$ cat src/core/wess_pkg.sv
// package for the wake enable / smi status slice: offsets, bit positions, reset values
// assumes an 8-bit register port and one 100 MHz clock domain
`default_nettype none
package wess_pkg;
   // port widths
   localparam int ADDR_W = 8;
   localparam int DATA_W = 8;
   localparam int NSRC   = 8;            // sources per enable register
   localparam int SYNC_W = 9;            // eight general inputs plus printer acknowledge
   localparam int IRQ_W  = 3;

   // register offsets
   localparam logic [ADDR_W-1:0] OFF_GPIO_WAKE_EN5   = 8'h0E;
   localparam logic [ADDR_W-1:0] OFF_PERIPH_WAKE_EN6 = 8'h0F;
   localparam logic [ADDR_W-1:0] OFF_SMI_STATUS_ONE  = 8'h10;
   localparam logic [ADDR_W-1:0] OFF_GPIO_WAKE_STS   = 8'h20;
   localparam logic [ADDR_W-1:0] OFF_WAKE_CTRL       = 8'h21;
   localparam logic [ADDR_W-1:0] OFF_IRQ_STATUS      = 8'h22;
   localparam logic [ADDR_W-1:0] OFF_IRQ_MASK        = 8'h23;

   // reset values
   localparam logic [DATA_W-1:0] RST_EN5      = 8'h00;
   localparam logic [DATA_W-1:0] RST_EN6      = 8'h00;
   localparam logic [DATA_W-1:0] RST_SMI_ONE  = 8'h02;
   localparam logic [DATA_W-1:0] RST_ZERO     = 8'h00;
   localparam logic [IRQ_W-1:0]  RST_IRQ      = 3'h0;
   // synchroniser reset at the pins' idle levels: acknowledge high, general inputs low
   localparam logic [SYNC_W-1:0] RST_SYNC     = 9'h100;

   // peripheral enable register bit positions
   localparam int EN6_PARALLEL = 0;
   localparam int EN6_SERIAL2  = 1;
   localparam int EN6_SERIAL1  = 2;
   localparam int EN6_FLOPPY   = 3;
   localparam int EN6_MOUSE    = 4;
   localparam int EN6_KEYBOARD = 5;
   localparam int EN6_WATCHDOG = 6;
   localparam int EN6_SMBUS    = 7;

   // smi status one bit positions; 0, 5 and 6 read zero
   localparam int SMI_PARALLEL = 1;
   localparam int SMI_SERIAL2  = 2;
   localparam int SMI_SERIAL1  = 3;
   localparam int SMI_FLOPPY   = 4;
   localparam int SMI_WATCHDOG = 7;

   // control and interrupt bit positions
   localparam int CTRL_GLOBAL_WAKE = 0;
   localparam int IRQ_GPIO_WAKE    = 0;
   localparam int IRQ_SMI_CHANGE   = 1;
   localparam int IRQ_WAKE_BUS     = 2;
endpackage : wess_pkg
`default_nettype wire

$ cat src/core/wess_irq_if.sv
// interface between the slice top and its interrupt status / mask block
// assumes both ends run on the same clock
`timescale 1ns/1ps
`default_nettype none
interface wess_irq_if;
   import wess_pkg::*;
   logic [IRQ_W-1:0] evt;        // one-cycle event pulses
   logic             wr_sts;     // write-one-to-clear strobe
   logic             wr_mask;    // mask write strobe
   logic [IRQ_W-1:0] wdata;
   logic [IRQ_W-1:0] sts;
   logic [IRQ_W-1:0] mask;
   logic             irq;
   modport top  (output evt, wr_sts, wr_mask, wdata, input sts, mask, irq);
   modport ctrl (input evt, wr_sts, wr_mask, wdata, output sts, mask, irq);
endinterface : wess_irq_if
`default_nettype wire

$ cat src/core/wess_sync.sv
// two-flop synchroniser, one per bit, for pin inputs
// assumes inputs are asynchronous to clk_in
`timescale 1ns/1ps
`default_nettype none
module wess_sync (
   input  wire logic                        clk_in,
   input  wire logic                        rst_in,
   input  wire logic [wess_pkg::SYNC_W-1:0] d_in,
   output logic      [wess_pkg::SYNC_W-1:0] q_out
);
   import wess_pkg::*;

   typedef struct packed {
      logic [SYNC_W-1:0] meta;
      logic [SYNC_W-1:0] stable;
   } wess_sync_t;

   wess_sync_t st_reg;
   wess_sync_t st_next;

   // per-bit chain; the first flop feeds only the second
   genvar i;
   generate
      for (i = 0; i < SYNC_W; i++) begin : g_bit
         always_comb begin
            st_next.meta[i]   = d_in[i];
            st_next.stable[i] = st_reg.meta[i];
         end
      end
   endgenerate

   always_ff @(posedge clk_in or posedge rst_in) begin
      // idle levels after reset, so no false acknowledge edge follows a reset
      if (rst_in) begin
         st_reg <= '{meta: RST_SYNC, stable: RST_SYNC};
      end else begin
         st_reg <= st_next;
      end
   end

   assign q_out = st_reg.stable;
endmodule : wess_sync
`default_nettype wire

$ cat src/core/wess_irq.sv
// sticky interrupt status with write-one-to-clear, mask and one level output
// assumes event pulses and strobes come from the same clock domain
`timescale 1ns/1ps
`default_nettype none
module wess_irq (
   input  wire logic clk_in,
   input  wire logic rst_in,
   wess_irq_if.ctrl  bus
);
   import wess_pkg::*;

   typedef struct packed {
      logic [IRQ_W-1:0] sts;
      logic [IRQ_W-1:0] mask;
      logic             irq;
   } wess_irq_t;

   wess_irq_t st_reg;
   wess_irq_t st_next;

   // a new event beats a clear in the same cycle so it is never lost
   always_comb begin
      st_next      = st_reg;
      st_next.sts  = (bus.wr_sts ? (st_reg.sts & ~bus.wdata) : st_reg.sts) | bus.evt;
      if (bus.wr_mask) begin
         st_next.mask = bus.wdata;
      end
      st_next.irq  = |(st_next.sts & st_next.mask);
   end

   always_ff @(posedge clk_in or posedge rst_in) begin
      if (rst_in) begin
         st_reg <= '{sts: RST_IRQ, mask: RST_IRQ, irq: 1'b0};
      end else begin
         st_reg <= st_next;
      end
   end

   assign bus.sts  = st_reg.sts;
   assign bus.mask = st_reg.mask;
   assign bus.irq  = st_reg.irq;
endmodule : wess_irq
`default_nettype wire

$ cat src/core/wess_top.sv
// wake enable registers, peripheral wake status bus and first smi status register
// assumes rst_in is the standby-power reset; the other resets and peripheral
// sources are single-clock logic; general inputs and printer acknowledge are pins
//
// The implementer's own choice: the plain strobed port.
`timescale 1ns/1ps
`default_nettype none
//
// Contract
// - enabled, latched, globally enabled source drives wake
// - disabled source still latched, never drives wake
// - enable five bits 0..7 are inputs 50..57
// - enable five cleared only by standby reset
// - enabled asserted peripheral drives wake status bus
// - disabled peripheral never drives wake status bus
// - enable six bit map: parallel..smbus
// - smi status follows sources, writes never clear
// - smi status bit map, reserved bits zero
// - smi status 0x02; parallel bit set on resets
// - inactive parallel port holds its bit at one
// - active parallel port bit follows acknowledge
module wess_top (
   input  wire logic                        clk_in,
   input  wire logic                        rst_in,
   input  wire logic                        main_power_reset_in,
   input  wire logic                        soft_reset_in,
   input  wire logic                        host_bus_reset_in,
   input  wire logic [wess_pkg::ADDR_W-1:0] addr_in,
   input  wire logic [wess_pkg::DATA_W-1:0] wr_data_in,
   input  wire logic                        wr_en_in,
   input  wire logic                        rd_en_in,
   input  wire logic [wess_pkg::NSRC-1:0]   general_input_in,
   input  wire logic                        printer_acknowledge_n_in,
   input  wire logic                        parallel_port_active_in,
   input  wire logic                        parallel_port_irq_in,
   input  wire logic                        serial_two_irq_in,
   input  wire logic                        serial_one_irq_in,
   input  wire logic                        floppy_irq_in,
   input  wire logic                        mouse_irq_in,
   input  wire logic                        keyboard_irq_in,
   input  wire logic                        watchdog_event_in,
   input  wire logic                        smbus_ctrl_event_in,
   output logic      [wess_pkg::DATA_W-1:0] rd_data_out,
   output logic                             wake_output_n_out,
   output logic      [wess_pkg::NSRC-1:0]   wake_status_bus_out,
   output logic                             irq_out
);
   import wess_pkg::*;

   typedef struct packed {
      logic [DATA_W-1:0] gpio_wake_enable_five;
      logic [DATA_W-1:0] peripheral_wake_enable_six;
      logic [DATA_W-1:0] smi_status_one;
      logic [DATA_W-1:0] gpio_wake_sts;
      logic              global_wake_output_enable;
      logic              wake_n;
      logic [NSRC-1:0]   wake_status_bus;
      logic [DATA_W-1:0] rd_data;
   } wess_state_t;

   wess_state_t st_reg;
   wess_state_t st_next;

   logic [SYNC_W-1:0] pins_sync;
   logic [NSRC-1:0]   gpio_sync;
   logic              ack_sync;
   logic [NSRC-1:0]   periph_src;
   logic              any_aux_reset;
   logic              wr_en5;
   logic              wr_en6;
   logic              wr_gsts;
   logic              wr_ctrl;

   wess_irq_if irq_bus ();

   // pins cross into the clock domain before anything reads them
   wess_sync u_sync (
      .clk_in (clk_in),
      .rst_in (rst_in),
      .d_in   ({printer_acknowledge_n_in, general_input_in}),
      .q_out  (pins_sync)
   );

   wess_irq u_irq (
      .clk_in (clk_in),
      .rst_in (rst_in),
      .bus    (irq_bus.ctrl)
   );

   // bit n of the general input vector is input fifty plus n
   assign gpio_sync = pins_sync[NSRC-1:0];
   assign ack_sync  = pins_sync[NSRC];

   // peripheral sources gathered in enable-six order
   always_comb begin
      periph_src               = '0;
      periph_src[EN6_PARALLEL] = parallel_port_irq_in;
      periph_src[EN6_SERIAL2]  = serial_two_irq_in;
      periph_src[EN6_SERIAL1]  = serial_one_irq_in;
      periph_src[EN6_FLOPPY]   = floppy_irq_in;
      periph_src[EN6_MOUSE]    = mouse_irq_in;
      periph_src[EN6_KEYBOARD] = keyboard_irq_in;
      periph_src[EN6_WATCHDOG] = watchdog_event_in;
      periph_src[EN6_SMBUS]    = smbus_ctrl_event_in;
   end

   // write decode; the smi status offset takes no write at all
   assign any_aux_reset = main_power_reset_in | soft_reset_in | host_bus_reset_in;
   assign wr_en5  = wr_en_in && (addr_in == OFF_GPIO_WAKE_EN5);
   assign wr_en6  = wr_en_in && (addr_in == OFF_PERIPH_WAKE_EN6);
   assign wr_gsts = wr_en_in && (addr_in == OFF_GPIO_WAKE_STS);
   assign wr_ctrl = wr_en_in && (addr_in == OFF_WAKE_CTRL);

   // next-state of the whole slice
   always_comb begin
      st_next = st_reg;

      // enable registers ignore main-power, soft and host bus resets
      if (wr_en5) begin
         st_next.gpio_wake_enable_five = wr_data_in;
      end
      if (wr_en6) begin
         st_next.peripheral_wake_enable_six = wr_data_in;
      end
      if (wr_ctrl) begin
         st_next.global_wake_output_enable = wr_data_in[CTRL_GLOBAL_WAKE];
      end

      // latched wake status records every source whatever its enable; set beats clear
      st_next.gpio_wake_sts = (wr_gsts ? (st_reg.gpio_wake_sts & ~wr_data_in) : st_reg.gpio_wake_sts)
                              | gpio_sync;

      // level output, low while any enabled latched source and global enable hold
      st_next.wake_n = ~((|(st_reg.gpio_wake_sts & st_reg.gpio_wake_enable_five))
                         & st_reg.global_wake_output_enable);

      // only enabled peripherals reach the wake status bus
      st_next.wake_status_bus = periph_src & st_reg.peripheral_wake_enable_six;

      // smi status mirrors its sources; reserved bits stay zero
      st_next.smi_status_one               = '0;
      st_next.smi_status_one[SMI_SERIAL2]  = serial_two_irq_in;
      st_next.smi_status_one[SMI_SERIAL1]  = serial_one_irq_in;
      st_next.smi_status_one[SMI_FLOPPY]   = floppy_irq_in;
      st_next.smi_status_one[SMI_WATCHDOG] = watchdog_event_in;
      if (any_aux_reset || !parallel_port_active_in) begin
         st_next.smi_status_one[SMI_PARALLEL] = 1'b1;
      end else begin
         st_next.smi_status_one[SMI_PARALLEL] = ack_sync;
      end

      // read data stands only in the cycle after the strobe
      st_next.rd_data = RST_ZERO;
      if (rd_en_in) begin
         case (addr_in)
            OFF_GPIO_WAKE_EN5:   st_next.rd_data = st_reg.gpio_wake_enable_five;
            OFF_PERIPH_WAKE_EN6: st_next.rd_data = st_reg.peripheral_wake_enable_six;
            OFF_SMI_STATUS_ONE:  st_next.rd_data = st_reg.smi_status_one;
            OFF_GPIO_WAKE_STS:   st_next.rd_data = st_reg.gpio_wake_sts;
            OFF_WAKE_CTRL:       st_next.rd_data = {7'h00, st_reg.global_wake_output_enable};
            OFF_IRQ_STATUS:      st_next.rd_data = {5'h00, irq_bus.sts};
            OFF_IRQ_MASK:        st_next.rd_data = {5'h00, irq_bus.mask};
            default:             st_next.rd_data = RST_ZERO;
         endcase
      end
   end

   // interrupt events: new wake latch, smi change, new wake bus bit
   always_comb begin
      irq_bus.evt                 = '0;
      irq_bus.evt[IRQ_GPIO_WAKE]  = |(st_next.gpio_wake_sts & ~st_reg.gpio_wake_sts);
      irq_bus.evt[IRQ_SMI_CHANGE] = |(st_next.smi_status_one ^ st_reg.smi_status_one);
      irq_bus.evt[IRQ_WAKE_BUS]   = |(st_next.wake_status_bus & ~st_reg.wake_status_bus);
      irq_bus.wr_sts              = wr_en_in && (addr_in == OFF_IRQ_STATUS);
      irq_bus.wr_mask             = wr_en_in && (addr_in == OFF_IRQ_MASK);
      irq_bus.wdata               = wr_data_in[IRQ_W-1:0];
   end

   // standby-power reset is the only reset that touches the enables
   always_ff @(posedge clk_in or posedge rst_in) begin
      if (rst_in) begin
         st_reg <= '{gpio_wake_enable_five:      RST_EN5,
                     peripheral_wake_enable_six: RST_EN6,
                     smi_status_one:             RST_SMI_ONE,
                     gpio_wake_sts:              RST_ZERO,
                     global_wake_output_enable:  1'b0,
                     wake_n:                     1'b1,
                     wake_status_bus:            RST_ZERO,
                     rd_data:                    RST_ZERO};
      end else begin
         st_reg <= st_next;
      end
   end

   assign rd_data_out         = st_reg.rd_data;
   assign wake_output_n_out   = st_reg.wake_n;
   assign wake_status_bus_out = st_reg.wake_status_bus;
   assign irq_out             = irq_bus.irq;
endmodule : wess_top
`default_nettype wire

$ cat config.mk
export PLATFORM = sky130hd
export DESIGN_NAME = wess_top
export DESIGN_NICKNAME = d
export VERILOG_FILES = /design/src/core/wess_pkg.sv /design/src/core/wess_irq_if.sv /design/src/core/wess_sync.sv /design/src/core/wess_irq.sv /design/src/core/wess_top.sv
export SDC_FILE = /design/constraint.sdc
export NUM_CORES = 1
export LEC_CHECK = 0
export BUFFER_PORTS_ARGS = -buffer_cell sky130_fd_sc_hd__buf_4
export CORE_MARGIN = 4
export CORE_UTILIZATION = 25
export CTS_BUF_LIST = sky130_fd_sc_hd__clkbuf_16
export DETAILED_ROUTE_END_ITERATION = 7
export HOLD_SLACK_MARGIN = 0.05
export PLACE_DENSITY_LB_ADDON = 0.08
export SYNTH_ARGS = -nofsm -noshare
export SYNTH_HDL_FRONTEND = slang
export SYNTH_SLANG_ARGS = --single-unit
$ cat constraint.sdc
create_clock -name clk_in -period 2.7 [get_ports clk_in]
set_input_delay 0.675 -clock clk_in [delete_from_list [all_inputs] [get_ports clk_in]]
set_output_delay 0.675 -clock clk_in [all_outputs]
set_load 0.02 [all_outputs]
==> results of run 1 <==
## layout by cell type (no fill, tap or decap), types with 2 or more instances in the layout
cell type / n
sky130_fd_sc_hd__a32oi_1: 2
sky130_fd_sc_hd__nand3b_1: 7
sky130_fd_sc_hd__a21oi_1: 5
sky130_fd_sc_hd__xnor2_1: 4
sky130_fd_sc_hd__dfrtp_1: 68
sky130_fd_sc_hd__a21o_1: 7
sky130_fd_sc_hd__clkinv_2: 2
sky130_fd_sc_hd__nor2_1: 3
sky130_fd_sc_hd__or2_2: 2
sky130_fd_sc_hd__clkbuf_16: 9
sky130_fd_sc_hd__nand3_1: 6
sky130_fd_sc_hd__nor3_1: 2
sky130_fd_sc_hd__and2_1: 7
sky130_fd_sc_hd__a31oi_1: 3
sky130_fd_sc_hd__mux2_2: 17
sky130_fd_sc_hd__nand4_1: 8
sky130_fd_sc_hd__mux2i_1: 2
sky130_fd_sc_hd__buf_4: 66
sky130_fd_sc_hd__nand2b_1: 7
sky130_fd_sc_hd__and4_1: 2
sky130_fd_sc_hd__nand2_1: 9
sky130_fd_sc_hd__inv_1: 11
sky130_fd_sc_hd__a22oi_1: 14
sky130_fd_sc_hd__o2111ai_1: 4
sky130_fd_sc_hd__a22o_1: 2
sky130_fd_sc_hd__or3_1: 3
sky130_fd_sc_hd__clkinvlp_4: 2
sky130_fd_sc_hd__dfstp_2: 4
sky130_fd_sc_hd__clkinv_1: 2
## how the worst max path moves through the flow
stage	to	slack [ns]	cells past startpoint
2_1_floorplan	rd_data_out[0]$_DFF_PP0_	0.21	1
3_3_place_gp	u_irq.bus.irq$_DFF_PP0_	0.36	6
3_5_place_dp	u_irq.bus.irq$_DFF_PP0_	0.37	5
4_1_cts	u_irq.bus.irq$_DFF_PP0_	0.71	5
5_1_grt	u_irq.bus.irq$_DFF_PP0_	0.63	6
6_report	u_irq.bus.irq$_DFF_PP0_	0.72	6
## metrics by stage
stage	worst slack [ns]	cell area, µm²	std cells	util (%)
after floorplan	0.207	3040	240	-
after global placement	0.363	3600	433	30.1
after detailed placement	0.365	3600	433	30.1
after CTS	0.707	3880	449	32.5
after global routing	0.631	3880	449	32.5
final	0.721	3880	449	32.5
## kinds of logic after synthesis
kind of cell    share of synthesized area (%)
xor+xnor                                 1.15
simple gates                             14.3
buf+inv                                  6.33
compound gates                           11.2
mux                                      7.69
flops                                    59.4
## critical path: cells and delay by family
| family | cells | cell delay, ns |
|---|---|---|
| buffers and inverters | 2 | 0.36 |
| AO/OA/AOI/OAI | 2 | 0.69 |
| AND/OR/NAND/NOR | 2 | 0.43 |
## layout make-up
cell class	instances	area share, %
well taps	147	4.74
multi-input cells	135	26.9
clock inverters	7	1.61
repair buffers	67	13.3
flip-flops and latches	72	46.5
clock buffers	9	5.80
inverters	12	1.16
## per-layer routing
layer	GRT usage, %	vias up	routed length, µm
met5	0	-	0
met4	5.71	0	155
met3	2.25	11	308
met2	19.1	51	3800
met1	15.5	1037	3630
li1	-	978	-
## where the power goes
part           switching (mW)  total, mW  internal, mW
logic                  0.0937      0.180        0.0860
registers              0.0244       1.14          1.12
clock network           0.451       1.16         0.705
==> impl.org, run 1 <==
** Yosys
- Number of nets produced by synthesis :: 281
- Of the post-synthesis cell area, the dominant cell type holds 55.9%.
- Sorting the synthesized cells by area gives the leading types as sky130_fd_sc_hd__dfrtp_1 56%, sky130_fd_sc_hd__mux2_2 6.3%, sky130_fd_sc_hd__buf_4 3.9%.
- Synth cell count leaders :: 68 x sky130_fd_sc_hd__dfrtp_1, 17 x sky130_fd_sc_hd__mux2_2, 16 x sky130_fd_sc_hd__buf_4
- Synth Warn # :: 0
- By instance count, the leading cell after synthesis is sky130_fd_sc_hd__dfrtp_1.
- The synthesized design spends more area on one cell type than any other, namely sky130_fd_sc_hd__dfrtp_1.
- Synthesized netlist cell count :: 240
- Netlist area before placement :: 3040 µm²
- Number of synthesized register bits :: 72
- Count of different cell masters after synthesis :: 48
- Number of enable-type register cells in the synthesized netlist :: 0
- Synth async-reset ratio :: 100%
- Most used flip-flop cell after synthesis :: sky130_fd_sc_hd__dfrtp_1
- A synthesized cell averages 12.7 µm².
- Sequential cell area fraction in the yosys report :: 59.4%

** Floorplan
- The die is 118 µm wide.
- Once the floorplan was initialized, standard cells occupied 25.4% of the core.
- Row generation in the floorplan step produced 40 rows.
- The die covers 14,000 µm².
- Number of primary I/O pins :: 59
- Core area :: 12,000 µm²
- Vertical extent of the die :: 118 µm

** Setup path
- Crit path launch type :: input pin
- Data on the critical path arrives at its endpoint at 2.15 ns.
- Number of cells traversed by the worst register-to-register path :: 4
- Critical path cell sequence :: buf_4 > nor4b_1 > buf_4 > nand4_1 > a221oi_1 > o221ai_1
- The largest single stage delay on the critical path is 0.52 ns.
- R2r endpoint :: u_irq.bus.irq$_DFF_PP0_
- Worst Path Class, Setup :: in2reg
- In this run the critical register-to-register path is launched from u_sync.q_out[8]$_DFF_PP1_.
- Among the stages of the critical path, the cell type that occurs most often is sky130_fd_sc_hd__buf_4.
- Critical path data required time :: 2.87 ns
- Critical Path End Type :: flip-flop
- The slowest stage of the critical path belongs to the cell sky130_fd_sc_hd__a221oi_1.
- For flop-to-flop paths, the worst setup slack is 1.05 ns.
- Of all nets on the critical path, the largest fanout is 12.
- Critical path origin :: addr_in[4]

** Timing
- At the pin with the least slew margin, the transition time is 0.506 ns.
- Unrepaired setup endpoints after global routing :: false
- The number of failing hold endpoints at the final stage is 0.
- Derived from the worst setup path, the maximum achievable clock frequency is 505 MHz.
- Final count of negative-setup-slack endpoints :: 0
- After layout, the worst path uses 73.3% of the clock period.
- Total negative setup slack :: 0 ns
- Max-slew headroom at the worst pin :: 66.3%
- On the final layout, the worst clock skew is 0.00814 ns.
- Hold Worst Slack :: 0.340 ns
- Final max-slew violation count :: 0
- Final critical-path required period :: 1.98 ns

** Global routing
- Global routing used 11.9% of the available tracks.
- The via count of the first global-routing pass was 2,283.
- Entering global routing, the biggest net connects 40 pins.
- Global routing finished with a remaining overflow of 0.
- The initial antenna violation count came to 0.
- First-pass GRT wire length :: 12,700 µm

** Final layout
- Fraction of final layout cells with drive strength greater than 1 :: 37.4%
- The repair_antennas step left the layout with diodes totalling 0.
- The filler cells instantiated in the layout total 1,213.
- Sequential cell area :: 1810 µm²
- Multi-input logic area :: 1040 µm²
- From synthesis to final layout, the design area changed by 27.6%.
- In the final design database the tool counted 338 nets.
- The register with the most flip-flops in the layout has 30 of them.

** Place
- # port buffers :: 58
- Final weighted congestion of routability-driven global placement :: 0.759
- Estimated wirelength of the detail-placed design :: 5950 µm

** Detailed routing
- For this block, the routed nets add up to 7900 µm of wire.
- For this run, design rule violations remaining after detail routing come to 0.
- Detail Route Antenna Nets :: 0
- Detailed-route vias per instance :: 4.63
- Pre-antenna DRT Iters :: 4
- After detailed routing, the average wire length per cell comes to 17.6 µm.
- The routed layout has 2,077 vias.
- In this run, the number of DRC markers left after iteration 0 of detailed routing was 67.

** Clocking
- CTS clk-pin slew, worst paths :: 0.06 ns
- Buffers inserted to repair hold after CTS numbered 0.
- CTS H-tree depth :: 3
- In this run the post-CTS setup repair buffer count came out at 0.
- Buffers inserted during clock tree synthesis total 9.
- Cell at the root of the clock tree :: sky130_fd_sc_hd__clkbuf_16
- Clock latency on the worst-skew pair, taken at its later pin, is 0.33 ns.
- Post-CTS repair changed the size of 0 cells.
- Largest buffer count on any clock path :: 2
- For this design, the sink count on the clock tree is 72.
- TritonCTS built the clock tree.

** Flow run
- The tool flagged a number of max-cap violations equal to 0.

** Hold path
- In this run the worst hold path is classified as in2async.

** Power
- In this run the power density over the cells is 638 nW/µm².
- Power Total :: 2.48 mW
- Maximum vdd drop :: 0.217 mV
- Leak :: 1.74 nW

** Outcome
- Outcome :: completed
(Power assumes the default switching activity.)
==> inputs of run 2 (changes only) <==
Clock period 2.7 ns to 2.1 ns, I/O delays scaled along.
==> impl.org, run 2 (synthesis results as in run 1) <==
** Outcome
- Outcome: completed (unchanged).

** Power
- The clock network power share was 50.2% (was 46.6%).
- The part of the total power dissipated in combinational logic was 6.9% (was 7.2%).
- Switching power :: 722 µW (was 569 µW)
- Maximum vdd drop :: 0.473 mV (was 0.217 mV)
- The static leakage came to 1.80 nW (was 1.74 nW).
- The total power per unit cell area was 856 nW/µm² (was 638 nW/µm²).
- Switching part of the total :: 21.1% (was 23.0%)
- The register share of total power was 42.9% (was 46.1%).
- The internal power summed over all cells came to 2.70 mW (was 1.91 mW).

** Detailed routing
- Routed vias :: 2,100 (was 2,077)
- Iteration-0 DRC count of the detailed router :: 68 (was 67)
- The total iterations of the first detailed-routing run is 4 (unchanged).
- The routed length per instance is 17.3 µm (was 17.6 µm).
- The number of vias per cell after detailed routing is 4.61 (was 4.63).
- The remaining antenna violation count after routing was 0 (unchanged).
- Routed wire length :: 7880 µm (was 7900 µm)
- Number of design rule violations left after detail routing :: 0 (unchanged)

** Clocking
- The maximum root-to-sink buffer count came to 2 (unchanged).
- TritonCTS clock tree :: yes (unchanged)
- CTS H-tree depth :: 3 (unchanged)
- The total CTS buffers was 9 (unchanged).
- Number of hold buffers added after cts :: 0 (unchanged)
- CTS clk-pin slew, worst paths :: 0.06 ns (about the same)
- The number of instances resized during post-cts repair is 0 (unchanged).
- The number of sinks handled by clock tree synthesis is 72 (unchanged).
- Clock latency reported for the late side of the worst-skew pair :: 0.33 ns (about the same)
- The post-CTS setup repair buffer count was 0 (unchanged).
- The root buffer cell is sky130_fd_sc_hd__clkbuf_16 (unchanged).

** Global routing
- The initial antenna violation count came to 0 (unchanged).
- The pin count of the biggest net entering global routing is 39 (was 40).
- The met1 routing resource usage after global routing is 16.0% (was 15.5%).
- The total overflow reported by the global router was 0 (unchanged).
- The most used routing layer is met2 (unchanged).
- The global-route total usage across every layer is 12.2% (was 11.9%).
- Global routing met3 resource utilization :: 3.59% (was 2.25%)
- The via count of the first global-routing pass is 2,258 (was 2,283).
- The global-route wire length before repair was 12,800 µm (was 12,700 µm).
- The met2 track demand over resource in global routing was 18.7% (was 19.1%).

** Place
- Final weighted congestion of routability-driven global placement :: 0.813 (was 0.759)
- Estimated wirelength of the detail-placed design :: 6000 µm (was 5950 µm)
- Number of placed instances with taps included :: 440 (was 433)
- The number of input and output port buffers inserted came to 58 (unchanged).
- Worst setup slack before clock tree synthesis :: 0.0530 ns (was 0.365 ns)

** Setup path
- Critical path's most frequent cell :: sky130_fd_sc_hd__buf_4 (unchanged)
- Critical path cell sequence :: buf_4 > nor4b_1 > buf_4 > nand4_1 > a221oi_1 > o221ai_1 (unchanged)
- The cell type group with the largest total delay on the critical path was compound AO/OA/AOI/OAI gates (unchanged).
- The startpoint type of the worst setup path is an input pin (unchanged).
- Cell with the largest stage delay on the worst path :: sky130_fd_sc_hd__a221oi_1 (unchanged)
- Critical Path End Type :: flip-flop (unchanged)
- The endpoint of the worst-slack reg-to-reg timing path is u_irq.bus.irq$_DFF_PP0_ (unchanged).
- The critical path's largest stage delay is 0.41 ns (was 0.52 ns).
- Startpoint of the worst-slack reg-to-reg timing path :: u_sync.q_out[8]$_DFF_PP1_ (unchanged)
- The data arrival time at the worst-slack endpoint is 1.87 ns (was 2.15 ns).
- Critical path data required time :: 2.29 ns (was 2.87 ns)
- The category of the most critical setup path was in2reg (unchanged).
- The count of buffering cells on the critical path with inverters included came to 2 (unchanged).
- The cell count of the worst reg-to-reg path came to 4 (unchanged).
- Register-to-Register Setup Slack :: 0.59 ns (was 1.05 ns)
- The largest fanout on the critical path was 12 (unchanged).

** Hold path
- Hold WC Path Type :: in2async (unchanged)

** Floorplan
- Number of rows created at floorplan :: 40 (unchanged)
- The starting utilization of the core area was 25.4% (unchanged).
- Die area :: 14,000 µm² (unchanged)
- The core footprint is 12,000 µm² (unchanged).
- Number of primary I/O pins :: 59 (unchanged)
- Die span in x :: 118 µm (unchanged)
- Vertical extent of the die :: 118 µm (unchanged)

** Timing
- Final critical-path required period :: 1.67 ns
- Layout Skew :: 0.00550 ns (was 0.00814 ns)
- Unrepaired setup endpoints after global routing :: false (unchanged)
- The measured slew at the worst slew-check pin was 0.430 ns (was 0.506 ns).
- Final count of negative-setup-slack endpoints :: 0 (unchanged)
- Final worst path period share :: 79.7%
- The number of failing hold endpoints at the final stage came to 0 (unchanged).
- Timing would allow up to 597 MHz.
- The final total negative setup slack was 0 ns (unchanged).
- The final worst hold slack was 0.200 ns (was 0.340 ns).
- The number of max-slew violations in the final report was 0 (unchanged).
- The worst setup margin came to 0.426 ns (was 0.721 ns).
- The normalized max-slew margin is 71.3% (was 66.3%).

** Final layout
- Fraction of final layout cells with drive strength greater than 1 :: 38.8% (was 37.4%)
- Fin nets :: 345 (was 338)
- The post-route non-filler standard cell count is 456 (was 449).
- Number of diodes added for antenna fixing :: 0 (unchanged)
- Area growth from synthesis to layout :: 31.4% (was 27.6%)
- Max reg flops :: 30 (unchanged)
- Most used cells in the layout excluding fill and tap cells :: 72 x sky130_fd_sc_hd__buf_4, 68 x sky130_fd_sc_hd__dfrtp_1, 17 x sky130_fd_sc_hd__mux2_2 (was 68 x sky130_fd_sc_hd__dfrtp_1, 66 x sky130_fd_sc_hd__buf_4, 17 x sky130_fd_sc_hd__mux2_2)
- The commonest non-fill, non-tap cell in the layout is sky130_fd_sc_hd__buf_4 (was sky130_fd_sc_hd__dfrtp_1).

** Flow run
- Max-cap check violation count :: 0 (unchanged)
[run 2: cell count changes in the layout (fill, tap and decap cells not counted)]
| cell | before | now |
|---|---|---|
| sky130_fd_sc_hd__buf_4 | 66 | 72 |
| sky130_fd_sc_hd__bufinv_16 | 1 | 3 |
| sky130_fd_sc_hd__buf_12 | 1 | 2 |
| sky130_fd_sc_hd__clkinv_2 | 2 | 1 |
| sky130_fd_sc_hd__inv_2 | 1 | 0 |
[run 2: area by class of cell]
type                    instances  area (µm²)
multi-input cells             135        1040
clock inverters                 7         110
well taps                     147         184
clock buffers                   9         225
repair buffers                 74         581
flip-flops and latches         72        1810
inverters                      12        48.8
fillers                      1198        7960
[run 2: worst reg2reg max path, stage by stage (launching register included)]
cell                       delay (ns)
sky130_fd_sc_hd__dfstp_2         0.35
sky130_fd_sc_hd__nand2b_1        0.14
sky130_fd_sc_hd__or3_1           0.35
sky130_fd_sc_hd__a221oi_1        0.37
sky130_fd_sc_hd__o221ai_1        0.16
[run 2: worst max-delay path by stage]
stage,to,from,cells after the start,slack [ns]
6_report,u_irq.bus.irq$_DFF_PP0_,addr_in[4],6,0.43
5_1_grt,u_irq.bus.irq$_DFF_PP0_,addr_in[4],6,0.29
4_1_cts,u_irq.bus.irq$_DFF_PP0_,addr_in[4],6,0.41
3_5_place_dp,u_irq.bus.irq$_DFF_PP0_,addr_in[4],6,0.05
3_3_place_gp,st_reg[48]$_DFFE_PP0P_,addr_in[5],6,0.11
2_1_floorplan,st_reg[42]$_DFFE_PP0P_,addr_in[5],4,0.19
[run 2: power groups by stage]
| stage | Clock, mW | Combinational (mW) | Sequential, mW |
|---|---|---|---|
| after global placement | 0 | 0.243 | 1.49 |
| after global routing | 1.84 | 0.263 | 1.48 |
| after floorplan | 0 | 0.110 | 1.49 |
| after CTS | 1.77 | 0.244 | 1.47 |
| final | 1.72 | 0.236 | 1.47 |
| after detailed placement | 0 | 0.243 | 1.49 |
[run 2: routing by layer]
metal	vias up	routed length, µm
met3	14	381
met5	-	0
met1	1045	3540
met4	0	174
met2	50	3790
li1	991	-
[run 2: per-stage QoR]
step	instance area, µm²	util (%)	power (mW)
after floorplan	3050	-	1.60
after global placement	3660	30.6	1.74
after detailed placement	3660	30.6	1.74
after CTS	4000	33.4	3.49
after global routing	4000	33.4	3.58
final	4000	33.4	3.43
